`src/include/sapf_pkg.sv`:
```
package sapf_pkg;
  localparam int REG_AW = 8;
  localparam int REG_DW = 8;
  localparam int SMP_W = 32;
  localparam int POS_W = 11;

  // Register offsets
  localparam logic [7:0] OFS_POL = 8'h31;
  localparam logic [7:0] OFS_FMT = 8'h33;
  localparam logic [7:0] OFS_SHIFT = 8'h34;
  localparam logic [7:0] OFS_ROUTE = 8'h35;
  localparam logic [7:0] OFS_MON = 8'h37;

  // Reset values
  localparam logic [7:0] RST_POL = 8'h00;
  localparam logic [7:0] RST_FMT = 8'h02;
  localparam logic [7:0] RST_SHIFT = 8'h00;
  localparam logic [7:0] RST_ROUTE = 8'h11;
  localparam logic [7:0] RST_MON = 8'h00;

  // Field positions
  localparam int BIT_CLK_INV = 5;
  localparam int FMT_LSB = 4;
  localparam int PULSE_LSB = 2;
  localparam int WLEN_LSB = 0;
  localparam int SHIFT_HI_BIT = 7;
  localparam int LROUTE_LSB = 4;
  localparam int RROUTE_LSB = 0;
  localparam int MON_RW_LSB = 6;

  typedef enum logic [1:0] {
    FMT_I2S = 2'h0,
    FMT_TDM = 2'h1,
    FMT_RJ = 2'h2,
    FMT_LJ = 2'h3
  } sapf_fmt_e;

  typedef enum logic [1:0] {
    WL_16 = 2'h0,
    WL_20 = 2'h1,
    WL_24 = 2'h2,
    WL_32 = 2'h3
  } sapf_wlen_e;

  typedef enum logic [1:0] {
    RT_MUTE = 2'h0,
    RT_SAME = 2'h1,
    RT_SWAP = 2'h2,
    RT_RSVD = 2'h3
  } sapf_route_e;
endpackage

```
`src/rtl/sapf_sync.sv`:
```
`timescale 1ns/1ps
module sapf_sync #(
  parameter int W = 3
) (
  input wire logic ref_clk_i,
  input wire logic rst_n_i,
  input wire logic [W-1:0] d_i,
  output logic [W-1:0] q_o
);
  logic [W-1:0] meta_ff;

  genvar gi;
  generate
    for (gi = 0; gi < W; gi++)
    begin : g_bit
      always_ff @(posedge ref_clk_i or negedge rst_n_i)
      begin
        if (!rst_n_i)
        begin
          meta_ff[gi] <= 1'b0;
          q_o[gi] <= 1'b0;
        end
        else
        begin
          meta_ff[gi] <= d_i[gi];
          q_o[gi] <= meta_ff[gi];
        end
      end
    end
  endgenerate
endmodule // sapf_sync

```
`src/rtl/sapf_top.sv`:
```
`timescale 1ns/1ps
module sapf_top (
  input wire logic ref_clk_i,
  input wire logic rst_n_i,
  input wire logic serial_bit_clock_i,
  input wire logic frame_sync_i,
  input wire logic serial_data_i,
  input wire logic [sapf_pkg::REG_AW-1:0] reg_addr_i,
  input wire logic [sapf_pkg::REG_DW-1:0] reg_wdata_i,
  input wire logic reg_wr_i,
  input wire logic reg_rd_i,
  output logic [sapf_pkg::REG_DW-1:0] reg_rdata_o,
  output logic [sapf_pkg::SMP_W-1:0] left_sample_o,
  output logic [sapf_pkg::SMP_W-1:0] right_sample_o,
  output logic sample_valid_o
);
  import sapf_pkg::*;

  logic [2:0] pin_s;
  logic bck_s;
  logic fs_s;
  logic din_s;
  logic bck_d_ff;
  logic [7:0] pol_ff;
  logic [7:0] fmt_ff;
  logic [7:0] shift_ff;
  logic [7:0] route_ff;
  logic [7:0] mon_ff;
  logic bit_clock_invert;
  sapf_fmt_e fmt;
  sapf_wlen_e wlen;
  sapf_route_e left_route_select;
  sapf_route_e right_route_select;
  logic [8:0] off_total;
  logic [5:0] wl;
  logic samp_en;
  logic fs_prev_ff;
  logic [POS_W-1:0] pos_ff;
  logic [POS_W-1:0] half_len_ff;
  logic [SMP_W-1:0] sh_l_ff;
  logic [SMP_W-1:0] sh_r_ff;
  logic fs_edge;
  logic frame_start;
  logic half_start;
  logic cur_left;
  logic [POS_W-1:0] pos_now;
  logic [POS_W-1:0] start_l;
  logic [POS_W-1:0] start_r;
  logic in_l;
  logic in_r;
  logic [SMP_W-1:0] l_al;
  logic [SMP_W-1:0] r_al;

  function automatic logic [5:0] wl_bits(input sapf_wlen_e c);
    case (c)
      WL_16: wl_bits = 6'h10;
      WL_20: wl_bits = 6'h14;
      WL_24: wl_bits = 6'h18;
      default: wl_bits = 6'h20;
    endcase
  endfunction

  // Move the last captured bits to the top of the word
  function automatic logic [SMP_W-1:0] align(input logic [SMP_W-1:0] sh, input logic [5:0] n);
    align = sh << (6'h20 - n);
  endfunction

  function automatic logic in_win(input logic [POS_W-1:0] p, input logic [POS_W-1:0] st,
                                  input logic [5:0] n);
    in_win = (p >= st) && ({1'b0, p} < ({1'b0, st} + {6'h0, n}));
  endfunction

  function automatic logic [SMP_W-1:0] route(input sapf_route_e sel,
                                             input logic [SMP_W-1:0] same,
                                             input logic [SMP_W-1:0] other);
    case (sel)
      RT_SAME: route = same;
      RT_SWAP: route = other;
      default: route = '0;
    endcase
  endfunction

  sapf_sync #(
    .W(3)
  ) u_sync (
    .ref_clk_i(ref_clk_i),
    .rst_n_i(rst_n_i),
    .d_i({serial_bit_clock_i, frame_sync_i, serial_data_i}),
    .q_o(pin_s)
  );

  assign bck_s = pin_s[2];
  assign fs_s = pin_s[1];
  assign din_s = pin_s[0];

  always_ff @(posedge ref_clk_i or negedge rst_n_i)
  begin
    if (!rst_n_i)
      bck_d_ff <= 1'b0;
    else
      bck_d_ff <= bck_s;
  end

  // Host edges fall opposite the sampling edge
  assign samp_en = (bck_s != bck_d_ff) && (bck_s == ~bit_clock_invert);

  // Register file; whole bytes stored so reserved bits read back, except MON, which reads back only bits 7:6
  always_ff @(posedge ref_clk_i or negedge rst_n_i)
  begin
    if (!rst_n_i)
    begin
      pol_ff <= RST_POL;
      fmt_ff <= RST_FMT;
      shift_ff <= RST_SHIFT;
      route_ff <= RST_ROUTE;
      mon_ff <= RST_MON;
    end
    else if (reg_wr_i)
    begin
      case (reg_addr_i)
        OFS_POL: pol_ff <= reg_wdata_i;
        OFS_FMT: fmt_ff <= reg_wdata_i;
        OFS_SHIFT: shift_ff <= reg_wdata_i;
        OFS_ROUTE: route_ff <= reg_wdata_i;
        OFS_MON: mon_ff <= reg_wdata_i;
        default: ;
      endcase
    end
  end

  always_ff @(posedge ref_clk_i or negedge rst_n_i)
  begin
    if (!rst_n_i)
      reg_rdata_o <= 8'h00;
    else if (reg_rd_i)
    begin
      case (reg_addr_i)
        OFS_POL: reg_rdata_o <= pol_ff;
        OFS_FMT: reg_rdata_o <= fmt_ff;
        OFS_SHIFT: reg_rdata_o <= shift_ff;
        OFS_ROUTE: reg_rdata_o <= route_ff;
        OFS_MON: reg_rdata_o <= {mon_ff[MON_RW_LSB+:2], 6'h00};
        default: reg_rdata_o <= 8'h00;
      endcase
    end
  end

  assign bit_clock_invert = pol_ff[BIT_CLK_INV];
  assign fmt = sapf_fmt_e'(fmt_ff[FMT_LSB+:2]);
  assign wlen = sapf_wlen_e'(fmt_ff[WLEN_LSB+:2]);
  assign wl = wl_bits(wlen);
  assign off_total = {fmt_ff[SHIFT_HI_BIT], shift_ff};
  assign left_route_select = sapf_route_e'(route_ff[LROUTE_LSB+:2]);
  assign right_route_select = sapf_route_e'(route_ff[RROUTE_LSB+:2]);

  // Frame and half-frame boundaries per format
  always_comb
  begin
    fs_edge = samp_en && (fs_s != fs_prev_ff);
    case (fmt)
      FMT_I2S: frame_start = fs_edge && !fs_s;
      default: frame_start = fs_edge && fs_s;
    endcase
    half_start = (fmt == FMT_TDM) ? frame_start : fs_edge;
    cur_left = (fmt == FMT_I2S) ? !fs_s : fs_s;
    if (half_start)
      pos_now = '0;
    else if (pos_ff == {POS_W{1'b1}})
      pos_now = pos_ff;
    else
      pos_now = pos_ff + 11'h001;
    case (fmt)
      FMT_I2S: start_l = 11'h001 + {2'h0, off_total};
      FMT_RJ: start_l = half_len_ff - {5'h0, wl} + {2'h0, off_total};
      default: start_l = {2'h0, off_total};
    endcase
    start_r = (fmt == FMT_TDM) ? start_l + {5'h0, wl} : start_l;
    in_l = ((fmt == FMT_TDM) || cur_left) && in_win(pos_now, start_l, wl);
    in_r = ((fmt == FMT_TDM) || !cur_left) && in_win(pos_now, start_r, wl);
    l_al = align(sh_l_ff, wl);
    r_al = align(sh_r_ff, wl);
  end

  always_ff @(posedge ref_clk_i or negedge rst_n_i)
  begin
    if (!rst_n_i)
    begin
      fs_prev_ff <= 1'b0;
      pos_ff <= '0;
      half_len_ff <= '0;
      sh_l_ff <= '0;
      sh_r_ff <= '0;
    end
    else if (samp_en)
    begin
      fs_prev_ff <= fs_s;
      pos_ff <= pos_now;
      if (half_start)
        half_len_ff <= pos_ff + 11'h001;
      if (in_l)
        sh_l_ff <= {sh_l_ff[SMP_W-2:0], din_s};
      if (in_r)
        sh_r_ff <= {sh_r_ff[SMP_W-2:0], din_s};
    end
  end

  // Finished frame leaves through the channel routing
  always_ff @(posedge ref_clk_i or negedge rst_n_i)
  begin
    if (!rst_n_i)
    begin
      left_sample_o <= '0;
      right_sample_o <= '0;
      sample_valid_o <= 1'b0;
    end
    else
    begin
      sample_valid_o <= frame_start;
      if (frame_start)
      begin
        left_sample_o <= route(left_route_select, l_al, r_al);
        right_sample_o <= route(right_route_select, r_al, l_al);
      end
    end
  end

  a_edge_select: assert property (@(posedge ref_clk_i) disable iff (!rst_n_i)
    samp_en |-> ($past(pin_s[2]) != pin_s[2]) && (pin_s[2] != pol_ff[BIT_CLK_INV]))
    else $error("sampling edge does not follow bit clock polarity");

  a_word_length: assert property (@(posedge ref_clk_i) disable iff (!rst_n_i)
    wl == ((fmt_ff[1:0] == 2'h0) ? 6'h10 : (fmt_ff[1:0] == 2'h1) ? 6'h14 :
           (fmt_ff[1:0] == 2'h2) ? 6'h18 : 6'h20))
    else $error("word length code maps to wrong bit count");

  a_i2s_start: assert property (@(posedge ref_clk_i) disable iff (!rst_n_i)
    (fmt_ff[5:4] == 2'h0) |-> start_l == {2'h0, fmt_ff[7], shift_ff} + 11'h001)
    else $error("i2s sample does not begin one clock after the boundary plus offset");

  a_lj_offset: assert property (@(posedge ref_clk_i) disable iff (!rst_n_i)
    (fmt_ff[5:4] == 2'h3) |-> start_l == {2'h0, fmt_ff[7], shift_ff})
    else $error("left-justified start differs from programmed offset");

  a_tdm_slots: assert property (@(posedge ref_clk_i) disable iff (!rst_n_i)
    (fmt_ff[5:4] == 2'h1) |-> start_r == start_l + {5'h0, wl})
    else $error("tdm right slot not adjacent to left slot");

  a_left_mute: assert property (@(posedge ref_clk_i) disable iff (!rst_n_i)
    sample_valid_o && ($past(route_ff[5:4]) == 2'h0) |-> left_sample_o == 32'h0)
    else $error("left channel not muted");

  a_left_swap: assert property (@(posedge ref_clk_i) disable iff (!rst_n_i)
    sample_valid_o && ($past(route_ff[5:4]) == 2'h2) |-> left_sample_o == $past(r_al))
    else $error("left channel did not take right data");

  a_right_same: assert property (@(posedge ref_clk_i) disable iff (!rst_n_i)
    sample_valid_o && ($past(route_ff[1:0]) == 2'h1) |-> right_sample_o == $past(r_al))
    else $error("right channel did not take right data");

  a_right_swap: assert property (@(posedge ref_clk_i) disable iff (!rst_n_i)
    sample_valid_o && ($past(route_ff[1:0]) == 2'h2) |-> right_sample_o == $past(l_al))
    else $error("right channel did not take left data");

  a_reserved_readback: assert property (@(posedge ref_clk_i) disable iff (!rst_n_i)
    reg_wr_i && (reg_addr_i == OFS_POL) ##1 !reg_wr_i
    ##1 reg_rd_i && (reg_addr_i == OFS_POL) && !reg_wr_i
    |=> reg_rdata_o == $past(reg_wdata_i, 3))
    else $error("polarity register did not read back as written");
endmodule // sapf_top

```
`config.mk`:
```
export PLATFORM = sky130hd
export DESIGN_NAME = sapf_top
export DESIGN_NICKNAME = d
export VERILOG_FILES = /design/src/include/sapf_pkg.sv /design/src/rtl/sapf_sync.sv /design/src/rtl/sapf_top.sv
export SDC_FILE = /design/constraint.sdc
export NUM_CORES = 1
export LEC_CHECK = 0
export ABC_AREA = 1
export BUFFER_PORTS_ARGS = -buffer_cell sky130_fd_sc_hd__buf_2
export CAP_MARGIN = 30
export CORE_AREA = 2 2 187 189
export CTS_CLUSTER_DIAMETER = 60
export CTS_CLUSTER_SIZE = 12
export DETAILED_ROUTE_END_ITERATION = 10
export DIE_AREA = 0 0 189 191
export PLACE_DENSITY = 0.59
export SLEW_MARGIN = 20
export SYNTH_ARGS = -nofsm -noshare
export SYNTH_HDL_FRONTEND = slang
export SYNTH_SLANG_ARGS = --single-unit
```
`constraint.sdc`:
```
create_clock -name ref_clk_i -period 10.2 [get_ports ref_clk_i]
set_clock_uncertainty 0.2 [all_clocks]
set_input_delay 1.02 -clock ref_clk_i [delete_from_list [all_inputs] [get_ports ref_clk_i]]
set_output_delay 1.02 -clock ref_clk_i [all_outputs]
set_load 0.02 [all_outputs]
```
==> results.cfg <==
[logic_synthesis]
synthDistinctLibCells = 53
synth_edf_count = 0
synthSimpleGateAreaFrac_pct = 28.0
ys_seq_elements = 201
synth_warnings = 0
synth_largest_area_cell = dfrtp_1
synth_area_leaders = dfrtp_1, nand2_1, o21ai_0
ys.flop_type = dfrtp_1
netlist_instances = 1813
synth_top_family_by_area = simple AND/OR/NAND/NOR gates
yosysMostFrequentCell = nand2_1
synthArstFlopShare_pct = 100
yosys.area_share.adder_pct = 7.48
syn_avg_cell_area_sq_um = 7.26
synth_compound_area_share_pct = 16.6
ys_seq_area_share_pct = 38.3
synth_fp_nets = 1911
synth_top_area_share_pct = 37.7
muxShareOfSynthArea_pct = 0
synthXorXnorAreaFrac_pct = 1.46
synth_commonest_cells = nand2_1, o21ai_0, dfrtp_1
syn_area_sq_um = 13200

[global_routing]
grt_antenna_before_repair = 0
grt_overflow = 0
grt_pass1_vias = 11548
grt_pass1_wl_mm = 64.0
grt_max_degree = 89
grt_usage_pct = 21.8

[critical_path]
critPathRequiredTime_ps = 10490
path_delay_family = adder cells
crit_arrival_ps = 7500
end_kind = flip-flop
criticalPathCategory = flip-flop to flip-flop
cpMaxStageDelayCell = nand2_2
crit_path_frequent_cell = nand2_1
crit_path_max_incr_delay_ps = 710
crit_fanout = 67
cp.buffers_inverters = 4
cp-start-kind = flip-flop

[sta]
finalCritPeriodShare_pct = 70.6
fmax_mhz = 139
fin_ws_ps = 2990
maxSlewViolCount = 0
finalHoldViolations = 0
worst-slew-pin-transition_ps = 915
fin_setup_tns_ps = 0
rsz0062_at_grt = false
slew_headroom_pct = 38.9
finalSetupViolCount = 0
fin_crit_ps = 7210
timing.hold.ws_ps = 146

[floorplanning]
die-area_sq_um = 36100
die-width_um = 189
core_area_sq_um = 34100
start_util_pct = 38.6
ioPinCount = 96
std_cell_rows = 68
die_height_um = 191

[route]
drc = 0
routedWlPerCell_um = 17.1
first_iter_violations = 1112
drt_pre_antenna_iters = 6
drtAntennaViolNets = 0
vias_per_cell = 5.45
wirelength_mm = 39.7
vias = 12644

[layout]
final_cell_area_sq_um = 14800
fin_nets = 1949
antenna_cells = 0
area.growth.synth_to_final_pct = 12.7
drive_gt1_share_pct = 11.2

[clock_tree]
insertion_delay_ps = 550
clkSinkCount = 201
clockRootBuffer = clkbuf_16
cts_hold_buf = 0
clockBufferDepth = 3
htreeDepth = 1
post-cts-setup-buffers = 0
cts_made_buffers = 25
path_clk_slew_ps = 70
cts_resized = 0
cts_tree = built

[pwr]
seqPwrFrac_pct = 35.9
clockPowerShare_pct = 36.4
switching_share_pct = 36.3
power_frac_comb_pct = 27.7
power_density_nw_per_um2 = 169
p_sw_w = 0.000908
intPower_w = 0.00159
p_leak_nw = 7.28
vdd_ir_drop_max_v = 0.000119

[place]
hpwlAfterDp_mm = 28.8
dpl_cell_area_sq_um = 13900
place_congestion = 0.927
place_ws_ps = 3010
port_buffers = 95

[worst_hold_path]
min_path_type = flip-flop to flip-flop

[job]
max_cap_violations = 0

[outcome]
status = completed
cell families (layout without fill, tap and decap cells):
logic type      Yosys count  after routing
fa+ha+maj                75             75
compound gates          386            386
buf+inv                 273            326
xor+xnor                 22             22
simple gates            856            856
flops                   201            201
final cells by class:
type | count | area (sq um)
clock buffers | 30 | 654
repair buffers | 113 | 672
inverters | 171 | 642
multi-input cells | 1339 | 7090
flip-flops and latches | 201 | 5030
clock inverters | 12 | 175
fillers | 3546 | 19300
well taps | 455 | 569
final timing paths:
| check | start | end | slack [ps] | depth (start not counted) |
|---|---|---|---|---|
| min | u_sync.meta_ff[2]$_DFF_PN0_ | u_sync.q_o[2]$_DFF_PN0_ | 150 | 0 |
| max in group asynchronous | rst_n_i | left_sample_o[23]$_DFFE_PN0P_ | 8500 | 3 |
| min in group asynchronous | rst_n_i | u_sync.q_o[2]$_DFF_PN0_ | 250 | 1 |
| max reg2reg | fmt_ff[1]$_DFFE_PN1P_ | sh_r_ff[29]$_DFFE_PN0P_ | 2990 | 33 |
| max | fmt_ff[1]$_DFFE_PN1P_ | sh_r_ff[29]$_DFFE_PN0P_ | 2990 | 33 |
| min reg2reg | u_sync.meta_ff[2]$_DFF_PN0_ | u_sync.q_o[2]$_DFF_PN0_ | 150 | 0 |
metal layers:
metal | part of all wire, % | global-route usage, % | wire, um | up-vias
met1 | 49 | 31.9 | 19300 | 6049
met4 | 1.9 | 5.11 | 756 | 0
li1 | - | - | - | 6151
met2 | 44 | 34.4 | 17500 | 393
met5 | 0 | 0 | 0 | -
met3 | 5.5 | 2.50 | 2190 | 51
through the flow:
| stage | utilization [%] | power [W] | instances |
|---|---|---|---|
| 6_report | 43.5 | 0.00250 | 2321 |
| 5_1_grt | 43.5 | 0.00265 | 2321 |
| 4_1_cts | 43.2 | 0.00250 | 2316 |
| 3_5_place_dp | 40.8 | 0.00158 | 2274 |
| 3_3_place_gp | 40.8 | 0.00158 | 2274 |
| 2_1_floorplan | - | 0.00139 | 1813 |
layout by cell type (no fill, tap or decap), types with 8 or more instances in the layout:
master     instances
buf_2             95
buf_4             13
inv_1            159
nand3_1          160
xor2_1            18
clkbuf_16         25
dfrtp_1          198
a21oi_1           30
inv_2             11
o21ai_0          241
nor2_1            68
o311ai_0           8
nor3_1             9
nand2_1          535
or2_2              9
ha_1              68
a22o_1             9
nand2_2            9
o211ai_1          11
o22ai_1           58
nand4_1           42
worst register-to-register path: cells and delay by family (launching register included):
family	cells	cell delay, ps
and+or+nand+nor	11	1970
adders and majority gates	7	2300
AOI/OAI and AO/OA	10	1500
xor gates and xnor gates	1	180
buffers and inverters	4	460
DFF	1	570
registers in the layout, summed over array words and instances, names as in the netlist:
name,cells
bck_d_ff,1
fmt_ff,8
fs_prev_ff,1
half_len_ff,11
left_sample_o,32
mon_ff,2
pol_ff,8
pos_ff,11
reg_rdata_o,8
right_sample_o,32
route_ff,8
sample_valid_o,1
sh_l_ff,32
sh_r_ff,32
shift_ff,8
u_sync.meta_ff,3
u_sync.q_o,3
power groups by stage:
stage          Clock (W)  Combinational, W  Sequential [W]
3_5_place_dp           0          0.000674        0.000909
5_1_grt         0.000966          0.000778        0.000903
4_1_cts         0.000930          0.000678        0.000895
6_report        0.000909          0.000692        0.000898
2_1_floorplan          0          0.000497        0.000891
3_3_place_gp           0          0.000668        0.000909
Note: power is estimated with default switching activity, not from simulation.
